**src/rtl/scg_pkg.sv**
```systemverilog
/*
 * Package of the sleep-mode clock gating block: register offsets, field
 * positions, reset values, carrier types and the power-state enumeration.
 * Assumes a 32-bit AXI4-Lite register bus with a 12-bit byte address.
 */
package scg_pkg;

   localparam int SCG_ADDR_W = 12;

   // register byte offsets
   localparam logic [SCG_ADDR_W-1:0] SCG_OFF_RUN_GATE = 12'h100;
   localparam logic [SCG_ADDR_W-1:0] SCG_OFF_SLEEP_GATE = 12'h110;
   localparam logic [SCG_ADDR_W-1:0] SCG_OFF_DEEP_GATE = 12'h120;
   localparam logic [SCG_ADDR_W-1:0] SCG_OFF_RUN_CFG = 12'h130;
   localparam logic [SCG_ADDR_W-1:0] SCG_OFF_ACTIVE = 12'h134;
   localparam logic [SCG_ADDR_W-1:0] SCG_OFF_IRQ_STAT = 12'h140;
   localparam logic [SCG_ADDR_W-1:0] SCG_OFF_IRQ_MASK = 12'h144;

   // gating, run-config and active-state register layout
   localparam int SCG_BIT_WDT = 3;
   localparam int SCG_BIT_RATE_LSB = 8;
   localparam int SCG_BIT_ADC0 = 16;
   localparam int SCG_BIT_PWM = 20;
   localparam int SCG_BIT_AUTO_GATE = 0;
   localparam int SCG_BIT_PSTATE_LSB = 30;
   localparam logic [31:0] SCG_GATE_RESET = 32'h00000040;
   localparam logic [31:0] SCG_GATE_WMASK = 32'h00110308;
   localparam logic [31:0] SCG_CFG_RESET = 32'h00000000;

   // adc sample-rate codes
   localparam logic [1:0] SCG_RATE_125K = 2'h0;
   localparam logic [1:0] SCG_RATE_250K = 2'h1;
   localparam logic [1:0] SCG_RATE_MAX = SCG_RATE_250K;

   localparam logic [1:0] SCG_RESP_OKAY = 2'h0;
   localparam logic [1:0] SCG_RESP_SLVERR = 2'h2;

   typedef struct packed {
      logic pwm;
      logic adc0;
      logic wdt;
   } scg_units_t;

   typedef struct packed {
      scg_units_t units;
      logic [1:0] rate;
   } scg_gate_t;

   typedef struct packed {
      logic en;
      logic [SCG_ADDR_W-1:0] addr;
      logic [31:0] data;
      logic [3:0] strb;
   } scg_wreq_t;

   typedef enum {SCG_PS_RUN, SCG_PS_SLEEP, SCG_PS_DEEP} scg_pstate_t;

endpackage : scg_pkg

```
**src/rtl/scg_sleep_gate.sv**
```systemverilog
/*
 * Clock gating control: run, sleep and deep-sleep gating registers, the
 * selection of the one in force, per-unit clock enables, access faults on
 * unclocked units and a fault interrupt. Assumes unit_access strobes are
 * synchronous one-cycle pulses and power-state requests are synchronous levels.
 */
// Behaviour
// a set gating bit clocks its unit; a clear bit leaves it unclocked
// an access to an unclocked unit is answered with a fault
// gating bits reset to zero; printed reset word is 0x00000040 (the code masks bit 6 and resets to 0x00000000)
// run, sleep and deep-sleep registers exist; the one for the state applies
// sleep and deep-sleep gating apply only while auto gating is enabled
// bit 3 gates the watchdog, read-write, resets to zero
// bits 9:8 pick adc rate: 1 is 250k, 0 is 125k, reset zero
// the adc rate can never be set above the supported maximum
// reserved bits read zero and ignore writes
// bit 20 gates pwm, bit 16 gates adc 0, both reset to zero
`timescale 1ns/10ps
module scg_sleep_gate
   import scg_pkg::*;
(
   input wire logic aclk,
   input wire logic aresetn,
   input wire logic [SCG_ADDR_W-1:0] s_axi_awaddr,
   input wire logic s_axi_awvalid,
   output logic s_axi_awready,
   input wire logic [31:0] s_axi_wdata,
   input wire logic [3:0] s_axi_wstrb,
   input wire logic s_axi_wvalid,
   output logic s_axi_wready,
   output logic [1:0] s_axi_bresp,
   output logic s_axi_bvalid,
   input wire logic s_axi_bready,
   input wire logic [SCG_ADDR_W-1:0] s_axi_araddr,
   input wire logic s_axi_arvalid,
   output logic s_axi_arready,
   output logic [31:0] s_axi_rdata,
   output logic [1:0] s_axi_rresp,
   output logic s_axi_rvalid,
   input wire logic s_axi_rready,
   input wire logic sleep_req,
   input wire logic deep_sleep_req,
   input wire scg_pkg::scg_units_t unit_access,
   output scg_pkg::scg_units_t unit_clk_en,
   output scg_pkg::scg_units_t unit_fault,
   output logic [1:0] adc_sample_rate_sel,
   output logic irq
);
   import scg_pkg::*;

   scg_wreq_t wreq;
   logic wr_err;
   logic [SCG_ADDR_W-1:0] rd_addr;
   logic [31:0] rd_word;
   logic rd_err;
   logic [31:0] gate_reg [3];
   logic auto_gating_enable;
   scg_units_t status;
   scg_units_t mask;
   scg_units_t fault_ev;
   scg_units_t stat_clr;
   scg_pstate_t power_state;
   scg_pstate_t next_power_state;
   scg_gate_t sel_gate;

   ////////////////////////////////////////////////////////////////////////////
   function automatic logic hit(input logic [SCG_ADDR_W-1:0] addr, input logic [SCG_ADDR_W-1:0] off);
      return addr[SCG_ADDR_W-1:2] == off[SCG_ADDR_W-1:2];
   endfunction : hit

   function automatic logic [SCG_ADDR_W-1:0] gate_off(input int idx);
      logic [SCG_ADDR_W-1:0] off;
      case (idx)
         0: off = SCG_OFF_RUN_GATE;
         1: off = SCG_OFF_SLEEP_GATE;
         default: off = SCG_OFF_DEEP_GATE;
      endcase
      return off;
   endfunction : gate_off

   function automatic logic [31:0] merge(input logic [31:0] old, input logic [31:0] data,
                                         input logic [3:0] strb);
      logic [31:0] w;
      w = old;
      for (int b = 0; b < 4; b++) begin
         if (strb[b]) begin
            w[8*b +: 8] = data[8*b +: 8];
         end
      end
      return w;
   endfunction : merge

   // an out-of-range rate is pulled down to the maximum instead of refused,
   // so a careless write can never overdrive the converter
   function automatic logic [31:0] gate_write(input logic [31:0] old, input logic [31:0] data,
                                              input logic [3:0] strb);
      logic [31:0] w;
      w = merge(old, data, strb) & SCG_GATE_WMASK;
      if (w[SCG_BIT_RATE_LSB +: 2] > SCG_RATE_MAX) begin
         w[SCG_BIT_RATE_LSB +: 2] = SCG_RATE_MAX;
      end
      return w;
   endfunction : gate_write

   function automatic scg_gate_t gate_view(input logic [31:0] w);
      scg_gate_t g;
      g.units.pwm = w[SCG_BIT_PWM];
      g.units.adc0 = w[SCG_BIT_ADC0];
      g.units.wdt = w[SCG_BIT_WDT];
      g.rate = w[SCG_BIT_RATE_LSB +: 2];
      return g;
   endfunction : gate_view

   function automatic logic [31:0] gate_word(input scg_gate_t g);
      logic [31:0] w;
      w = '0;
      w[SCG_BIT_PWM] = g.units.pwm;
      w[SCG_BIT_ADC0] = g.units.adc0;
      w[SCG_BIT_WDT] = g.units.wdt;
      w[SCG_BIT_RATE_LSB +: 2] = g.rate;
      return w;
   endfunction : gate_word

   ////////////////////////////////////////////////////////////////////////////
   scg_axil_slave u_bus (
      .aclk(aclk),
      .aresetn(aresetn),
      .s_axi_awaddr(s_axi_awaddr),
      .s_axi_awvalid(s_axi_awvalid),
      .s_axi_awready(s_axi_awready),
      .s_axi_wdata(s_axi_wdata),
      .s_axi_wstrb(s_axi_wstrb),
      .s_axi_wvalid(s_axi_wvalid),
      .s_axi_wready(s_axi_wready),
      .s_axi_bresp(s_axi_bresp),
      .s_axi_bvalid(s_axi_bvalid),
      .s_axi_bready(s_axi_bready),
      .s_axi_araddr(s_axi_araddr),
      .s_axi_arvalid(s_axi_arvalid),
      .s_axi_arready(s_axi_arready),
      .s_axi_rdata(s_axi_rdata),
      .s_axi_rresp(s_axi_rresp),
      .s_axi_rvalid(s_axi_rvalid),
      .s_axi_rready(s_axi_rready),
      .wreq(wreq),
      .wr_err(wr_err),
      .rd_addr(rd_addr),
      .rd_word(rd_word),
      .rd_err(rd_err)
   );

   ////////////////////////////////////////////////////////////////////////////
   // gating registers: index 0 run, 1 sleep, 2 deep sleep
   always_ff @(posedge aclk) begin
      if (!aresetn) begin
         for (int i = 0; i < 3; i++) begin
            gate_reg[i] <= SCG_GATE_RESET & SCG_GATE_WMASK;
         end
      end else if (wreq.en) begin
         for (int i = 0; i < 3; i++) begin
            if (hit(wreq.addr, gate_off(i))) begin
               gate_reg[i] <= gate_write(gate_reg[i], wreq.data, wreq.strb);
            end
         end
      end
   end

   always_ff @(posedge aclk) begin
      if (!aresetn) begin
         auto_gating_enable <= SCG_CFG_RESET[SCG_BIT_AUTO_GATE];
      end else if (wreq.en && hit(wreq.addr, SCG_OFF_RUN_CFG) && wreq.strb[0]) begin
         auto_gating_enable <= wreq.data[SCG_BIT_AUTO_GATE];
      end
   end

   always_ff @(posedge aclk) begin
      if (!aresetn) begin
         mask <= '0;
      end else if (wreq.en && hit(wreq.addr, SCG_OFF_IRQ_MASK) && wreq.strb[0]) begin
         mask <= wreq.data[2:0];
      end
   end

   ////////////////////////////////////////////////////////////////////////////
   // power state follows the system requests; deep sleep outranks sleep
   always_comb begin
      case (power_state)
         SCG_PS_RUN, SCG_PS_SLEEP, SCG_PS_DEEP: begin
            if (deep_sleep_req) begin
               next_power_state = SCG_PS_DEEP;
            end else if (sleep_req) begin
               next_power_state = SCG_PS_SLEEP;
            end else begin
               next_power_state = SCG_PS_RUN;
            end
         end
         default: next_power_state = SCG_PS_RUN;
      endcase
   end

   always_ff @(posedge aclk) begin
      if (!aresetn) begin
         power_state <= SCG_PS_RUN;
      end else begin
         power_state <= next_power_state;
      end
   end

   always_comb begin
      sel_gate = gate_view(gate_reg[0]);
      if (auto_gating_enable) begin
         case (power_state)
            SCG_PS_SLEEP: sel_gate = gate_view(gate_reg[1]);
            SCG_PS_DEEP: sel_gate = gate_view(gate_reg[2]);
            default: sel_gate = gate_view(gate_reg[0]);
         endcase
      end
   end

   ////////////////////////////////////////////////////////////////////////////
   // enables are registered so the unit gates see a glitch-free level
   always_ff @(posedge aclk) begin
      if (!aresetn) begin
         unit_clk_en <= '0;
         adc_sample_rate_sel <= SCG_RATE_125K;
      end else begin
         unit_clk_en <= sel_gate.units;
         adc_sample_rate_sel <= sel_gate.rate;
      end
   end

   assign fault_ev = unit_access & ~unit_clk_en;

   always_ff @(posedge aclk) begin
      if (!aresetn) begin
         unit_fault <= '0;
      end else begin
         unit_fault <= fault_ev;
      end
   end

   ////////////////////////////////////////////////////////////////////////////
   // fault status: write one to clear, a new fault wins over the clear
   assign stat_clr = (wreq.en && hit(wreq.addr, SCG_OFF_IRQ_STAT) && wreq.strb[0]) ? wreq.data[2:0] : '0;

   always_ff @(posedge aclk) begin
      if (!aresetn) begin
         status <= '0;
      end else begin
         status <= (status & ~stat_clr) | fault_ev;
      end
   end

   assign irq = |(status & mask);

   ////////////////////////////////////////////////////////////////////////////
   always_comb begin
      rd_word = '0;
      rd_err = 1'b0;
      if (hit(rd_addr, SCG_OFF_RUN_GATE)) begin
         rd_word = gate_reg[0];
      end else if (hit(rd_addr, SCG_OFF_SLEEP_GATE)) begin
         rd_word = gate_reg[1];
      end else if (hit(rd_addr, SCG_OFF_DEEP_GATE)) begin
         rd_word = gate_reg[2];
      end else if (hit(rd_addr, SCG_OFF_RUN_CFG)) begin
         rd_word[SCG_BIT_AUTO_GATE] = auto_gating_enable;
      end else if (hit(rd_addr, SCG_OFF_ACTIVE)) begin
         rd_word = gate_word({unit_clk_en, adc_sample_rate_sel});
         rd_word[SCG_BIT_PSTATE_LSB +: 2] = 2'(power_state);
      end else if (hit(rd_addr, SCG_OFF_IRQ_STAT)) begin
         rd_word[2:0] = status;
      end else if (hit(rd_addr, SCG_OFF_IRQ_MASK)) begin
         rd_word[2:0] = mask;
      end else begin
         rd_err = 1'b1;
      end
   end

   // the active-state word is read-only; writes to it are dropped with OKAY
   assign wr_err = !(hit(wreq.addr, SCG_OFF_RUN_GATE) || hit(wreq.addr, SCG_OFF_SLEEP_GATE) ||
                     hit(wreq.addr, SCG_OFF_DEEP_GATE) || hit(wreq.addr, SCG_OFF_RUN_CFG) ||
                     hit(wreq.addr, SCG_OFF_ACTIVE) || hit(wreq.addr, SCG_OFF_IRQ_STAT) ||
                     hit(wreq.addr, SCG_OFF_IRQ_MASK));
endmodule : scg_sleep_gate

```
**src/rtl/scg_axil_slave.sv**
```systemverilog
/*
 * AXI4-Lite slave front end: takes write address and data in either order,
 * issues one write strobe per transfer, and answers reads one cycle after the
 * address is taken. Assumes the register file decodes combinationally.
 */
`timescale 1ns/10ps
module scg_axil_slave
   import scg_pkg::*;
(
   input wire logic aclk,
   input wire logic aresetn,
   input wire logic [SCG_ADDR_W-1:0] s_axi_awaddr,
   input wire logic s_axi_awvalid,
   output logic s_axi_awready,
   input wire logic [31:0] s_axi_wdata,
   input wire logic [3:0] s_axi_wstrb,
   input wire logic s_axi_wvalid,
   output logic s_axi_wready,
   output logic [1:0] s_axi_bresp,
   output logic s_axi_bvalid,
   input wire logic s_axi_bready,
   input wire logic [SCG_ADDR_W-1:0] s_axi_araddr,
   input wire logic s_axi_arvalid,
   output logic s_axi_arready,
   output logic [31:0] s_axi_rdata,
   output logic [1:0] s_axi_rresp,
   output logic s_axi_rvalid,
   input wire logic s_axi_rready,
   output scg_pkg::scg_wreq_t wreq,
   input wire logic wr_err,
   output logic [SCG_ADDR_W-1:0] rd_addr,
   input wire logic [31:0] rd_word,
   input wire logic rd_err
);
   import scg_pkg::*;

   logic aw_full;
   logic w_full;
   logic [SCG_ADDR_W-1:0] aw_addr;
   logic [31:0] w_data;
   logic [3:0] w_strb;

   ////////////////////////////////////////////////////////////////////////////
   // write path: one slot per channel, held until the write is done
   assign s_axi_awready = !aw_full;
   assign s_axi_wready = !w_full;
   assign wreq.en = aw_full && w_full && !s_axi_bvalid;
   assign wreq.addr = aw_addr;
   assign wreq.data = w_data;
   assign wreq.strb = w_strb;

   always_ff @(posedge aclk) begin
      if (!aresetn) begin
         aw_full <= 1'b0;
         aw_addr <= '0;
      end else if (wreq.en) begin
         aw_full <= 1'b0;
      end else if (s_axi_awvalid && s_axi_awready) begin
         aw_full <= 1'b1;
         aw_addr <= s_axi_awaddr;
      end
   end

   always_ff @(posedge aclk) begin
      if (!aresetn) begin
         w_full <= 1'b0;
         w_data <= '0;
         w_strb <= '0;
      end else if (wreq.en) begin
         w_full <= 1'b0;
      end else if (s_axi_wvalid && s_axi_wready) begin
         w_full <= 1'b1;
         w_data <= s_axi_wdata;
         w_strb <= s_axi_wstrb;
      end
   end

   always_ff @(posedge aclk) begin
      if (!aresetn) begin
         s_axi_bvalid <= 1'b0;
         s_axi_bresp <= SCG_RESP_OKAY;
      end else if (wreq.en) begin
         s_axi_bvalid <= 1'b1;
         s_axi_bresp <= wr_err ? SCG_RESP_SLVERR : SCG_RESP_OKAY;
      end else if (s_axi_bready) begin
         s_axi_bvalid <= 1'b0;
      end
   end

   ////////////////////////////////////////////////////////////////////////////
   // read path: data captured at the address handshake
   assign s_axi_arready = !s_axi_rvalid;
   assign rd_addr = s_axi_araddr;

   always_ff @(posedge aclk) begin
      if (!aresetn) begin
         s_axi_rvalid <= 1'b0;
         s_axi_rdata <= '0;
         s_axi_rresp <= SCG_RESP_OKAY;
      end else if (s_axi_arvalid && s_axi_arready) begin
         s_axi_rvalid <= 1'b1;
         s_axi_rdata <= rd_word;
         s_axi_rresp <= rd_err ? SCG_RESP_SLVERR : SCG_RESP_OKAY;
      end else if (s_axi_rready) begin
         s_axi_rvalid <= 1'b0;
      end
   end

endmodule : scg_axil_slave

```
**config.mk**
```make
export PLATFORM = sky130hd
export DESIGN_NAME = scg_sleep_gate
export DESIGN_NICKNAME = d
export VERILOG_FILES = /design/src/rtl/scg_pkg.sv /design/src/rtl/scg_sleep_gate.sv /design/src/rtl/scg_axil_slave.sv
export SDC_FILE = /design/constraint.sdc
export NUM_CORES = 1
export LEC_CHECK = 0
export BUFFER_PORTS_ARGS = -buffer_cell sky130_fd_sc_hd__buf_2
export CAP_MARGIN = 30
export CORE_MARGIN = 2
export CORE_UTILIZATION = 50
export DETAILED_ROUTE_END_ITERATION = 10
export MAX_ROUTING_LAYER = met4
export PLACE_DENSITY_LB_ADDON = 0.12
export SLEW_MARGIN = 5
export SYNTH_ARGS = -nofsm -noshare
export SYNTH_HDL_FRONTEND = slang
export SYNTH_SLANG_ARGS = --single-unit
export TNS_END_PERCENT = 1
```
**constraint.sdc**
```tcl
create_clock -name aclk -period 2.7 [get_ports aclk]
set_clock_uncertainty 0.1 [all_clocks]
set_input_delay 0.54 -clock aclk [delete_from_list [all_inputs] [get_ports aclk]]
set_output_delay 0.54 -clock aclk [all_outputs]
set_load 0.02 [all_outputs]
```
==> results.toml <==
[timing]
fmax_mhz = 492.6
grt_setup_unrepaired = "false"
hold_viol = 0
hold_slack_ns = 0.2790
tightest_slew_ns = 0.7973
setup_ws_ns = 0.6698
relSlewSlack_pct = 46.74
finalSetupTns_ns = 0
setup_violations = 0
slew_viol_final = 0
finalCritPeriodShare_pct = 75.19
min_period_ns = 2.030

[placement]
dp_slack_ns = 0.5097
gp_congestion = 0.7911
io_buffers = 68
place_hpwl_um = 4739

[critical_path]
r2r_slack_ns = 0.67
max_stage_delay_ns = 0.49
crit_type = "flip-flop to flip-flop"
crit_path_start = "u_bus.aw_addr[3]"
rr_endpoint = "gate_reg[0][14]"
required_ns = 2.61
rr_startpoint = "u_bus.aw_addr[3]"
path_cells = "nor4b_2 > and4_1 > nand2_1 > o21ai_0"
cpMaxStageDelayCell = "nor4b_2"
critPathMaxFanout = 5
cp-start-kind = "flip-flop"
reg2regPathDepth = 4
worst-endpoint-arrival_ns = 1.94
cp-end-kind = "flip-flop"

[logic_synthesis]
ys_ff_latch = 69
yosysUniqueCellTypes = 49
ys_seq_area_share_pct = 48.06
synthTopCellsByCount = "nand2_1 (82), dfxtp_1 (54), buf_4 (24)"
yosysMostFrequentCell = "nand2_1"
synth-warning-count = 0
async_reset_ff_share_pct = 0
synth_top_area_share_pct = 33.92
synth_area_leader_cell = "dfxtp_1"
synth_top_flop_cell = "dfxtp_1"
synth_edf_count = 15
syn_avg_cell_area_um2 = 8.902
syn_area_um2 = 3187
syn_inst = 358
synth_area_leaders = "dfxtp_1 (34%), edfxtp_1 (14%), nand2_1 (9.7%), buf_4 (5.7%), a21boi_0 (5.2%)"

[detailed_routing]
routed_wl_um = 6225
ant_nets = 0
avgViaCountPerCell = 5.010
drc = 0
dr.pass1.iters = 6
vias = 2540
routedWlPerCell_um = 12.28
drtIter0Drc = 103

[clock_tree]
post_cts_resized = 0
path_clk_slew_ns = 0.07
post_cts_buffers = 0
cts-root-buf = "clkbuf_8"
clock_latency_ns = 0.34
clock_sinks = 69
h-tree-depth = 3
cts-buffers-inserted = 9
cts_tree = "yes"
clk_path_buf_depth = 2
cts-hold-fix-buffers = 0

[grt]
grt_pass1_wl_um = 10560
grt_max_degree = 27
antenna_found_initial = 0
grt_pass1_vias = 2303
grt_overflow = 0
grt_util_all_layers_pct = 19.30

[min_path]
holdPathEnd = "power_state[0]"
min-delay-start = "deep_sleep_req"
hp-class = "primary input to flip-flop"
holdPathStages = 2

[cells_and_area]
regArea_um2 = 1531
largest_register_ffs = 15
fin_nets = 500
diodes = 0
layout-drive-gt1-share_pct = 20.93
multiInputGateArea_um2 = 1473
fillers = 592
area_growth_syn_to_layout_pct = 14.72

[pwr]
power_uw = 2071
p_per_area_nw_per_um2 = 566.6
peakVddDrop_uv = 344.6
leakage_uw = 0.001593

[die]
initial_core_util_pct = 51.06
rows = 29
dieArea_um2 = 7028
core_area_um2 = 6241
die_h_um = 83.84
die_w_um = 83.84
io_pins = 122

[outcome]
status = "completed"

[job]
cap_violations = 0
## layer usage
metal	track usage (%)	part of all wire, %	up-vias
li1	-	-	1324
met1	24.49	46	1124
met2	29.96	47	83
met3	6.429	6.3	9
met4	4.839	1.3	0
met5	-	0	-
## layout make-up
type	count	area share [%]
flip-flops and latches	69	41.89
multi-input cells	265	40.28
repair buffers	70	9.719
clock buffers	12	3.799
well taps	77	2.635
inverters	10	1.027
clock inverters	4	0.6502
## worst max-delay path by stage
stage          slack (ns)               endpoint  cells after the start
5_1_grt              0.55        gate_reg[0][13]                      4
3_3_place_gp         0.54  u_bus.s_axi_rdata[31]                      5
6_report             0.67        gate_reg[0][14]                      4
2_1_floorplan        0.91        gate_reg[0][13]                      5
3_5_place_dp         0.51  u_bus.s_axi_rdata[30]                      5
4_1_cts              0.67        gate_reg[0][14]                      4
## report_power, final
group	switching (µW)	leakage [µW]	internal (µW)
clock	363	0.0000841	341
sequential	36.1	0.000596	1100
combinational	147	0.000913	84.9
## kinds of logic (layout without fill, tap and decap cells)
kind of cell / after synthesis / in the layout / synth area share (%)
simple gates: 148 / 148 / 21.99
compound gates: 79 / 79 / 17.35
flops: 69 / 69 / 48.06
buf+inv: 50 / 96 / 8.795
mux: 8 / 8 / 2.513
fa+ha+maj: 3 / 3 / 1.178
other cells: 1 / 27 / 0.1177
## cell usage in the layout, fill, tap and decap left out, drive strengths merged, types with 2 or more instances in the layout
| master | count |
|---|---|
| dfxtp | 54 |
| nor4 | 4 |
| a21boi | 22 |
| o211a | 6 |
| and3b | 2 |
| o21ai | 22 |
| and2 | 2 |
| nor4bb | 2 |
| clkinv | 2 |
| nand2 | 82 |
| o31ai | 3 |
| conb | 27 |
| ha | 3 |
| or2 | 2 |
| nand4b | 2 |
| nor2 | 22 |
| nand4 | 3 |
| edfxtp | 15 |
| a22o | 2 |
| mux2i | 8 |
| clkbuf | 12 |
| o22ai | 3 |
| inv | 11 |
| nor3 | 5 |
| buf | 70 |
| or3 | 2 |
| o311ai | 3 |
| a211oi | 3 |
| nand2b | 3 |
| nor2b | 10 |
| a22oi | 5 |
| a21oi | 3 |
## worst max-delay path: cells and delay by family, from the launching register on
family / cells / cell delay [ns]
DFF: 1 / 0.32
and+or+nand+nor: 3 / 0.97
AOI/OAI and AO/OA: 1 / 0.32
## through the flow
step	utilization, %	instance area (µm²)	std cells
CTS	58.58	3656	507
detailed placement	55.97	3493	491
global placement	55.97	3493	491
finish	58.58	3656	507
floorplan	-	3284	384
global route	58.58	3656	507
Power figures use the tool's default switching activity.
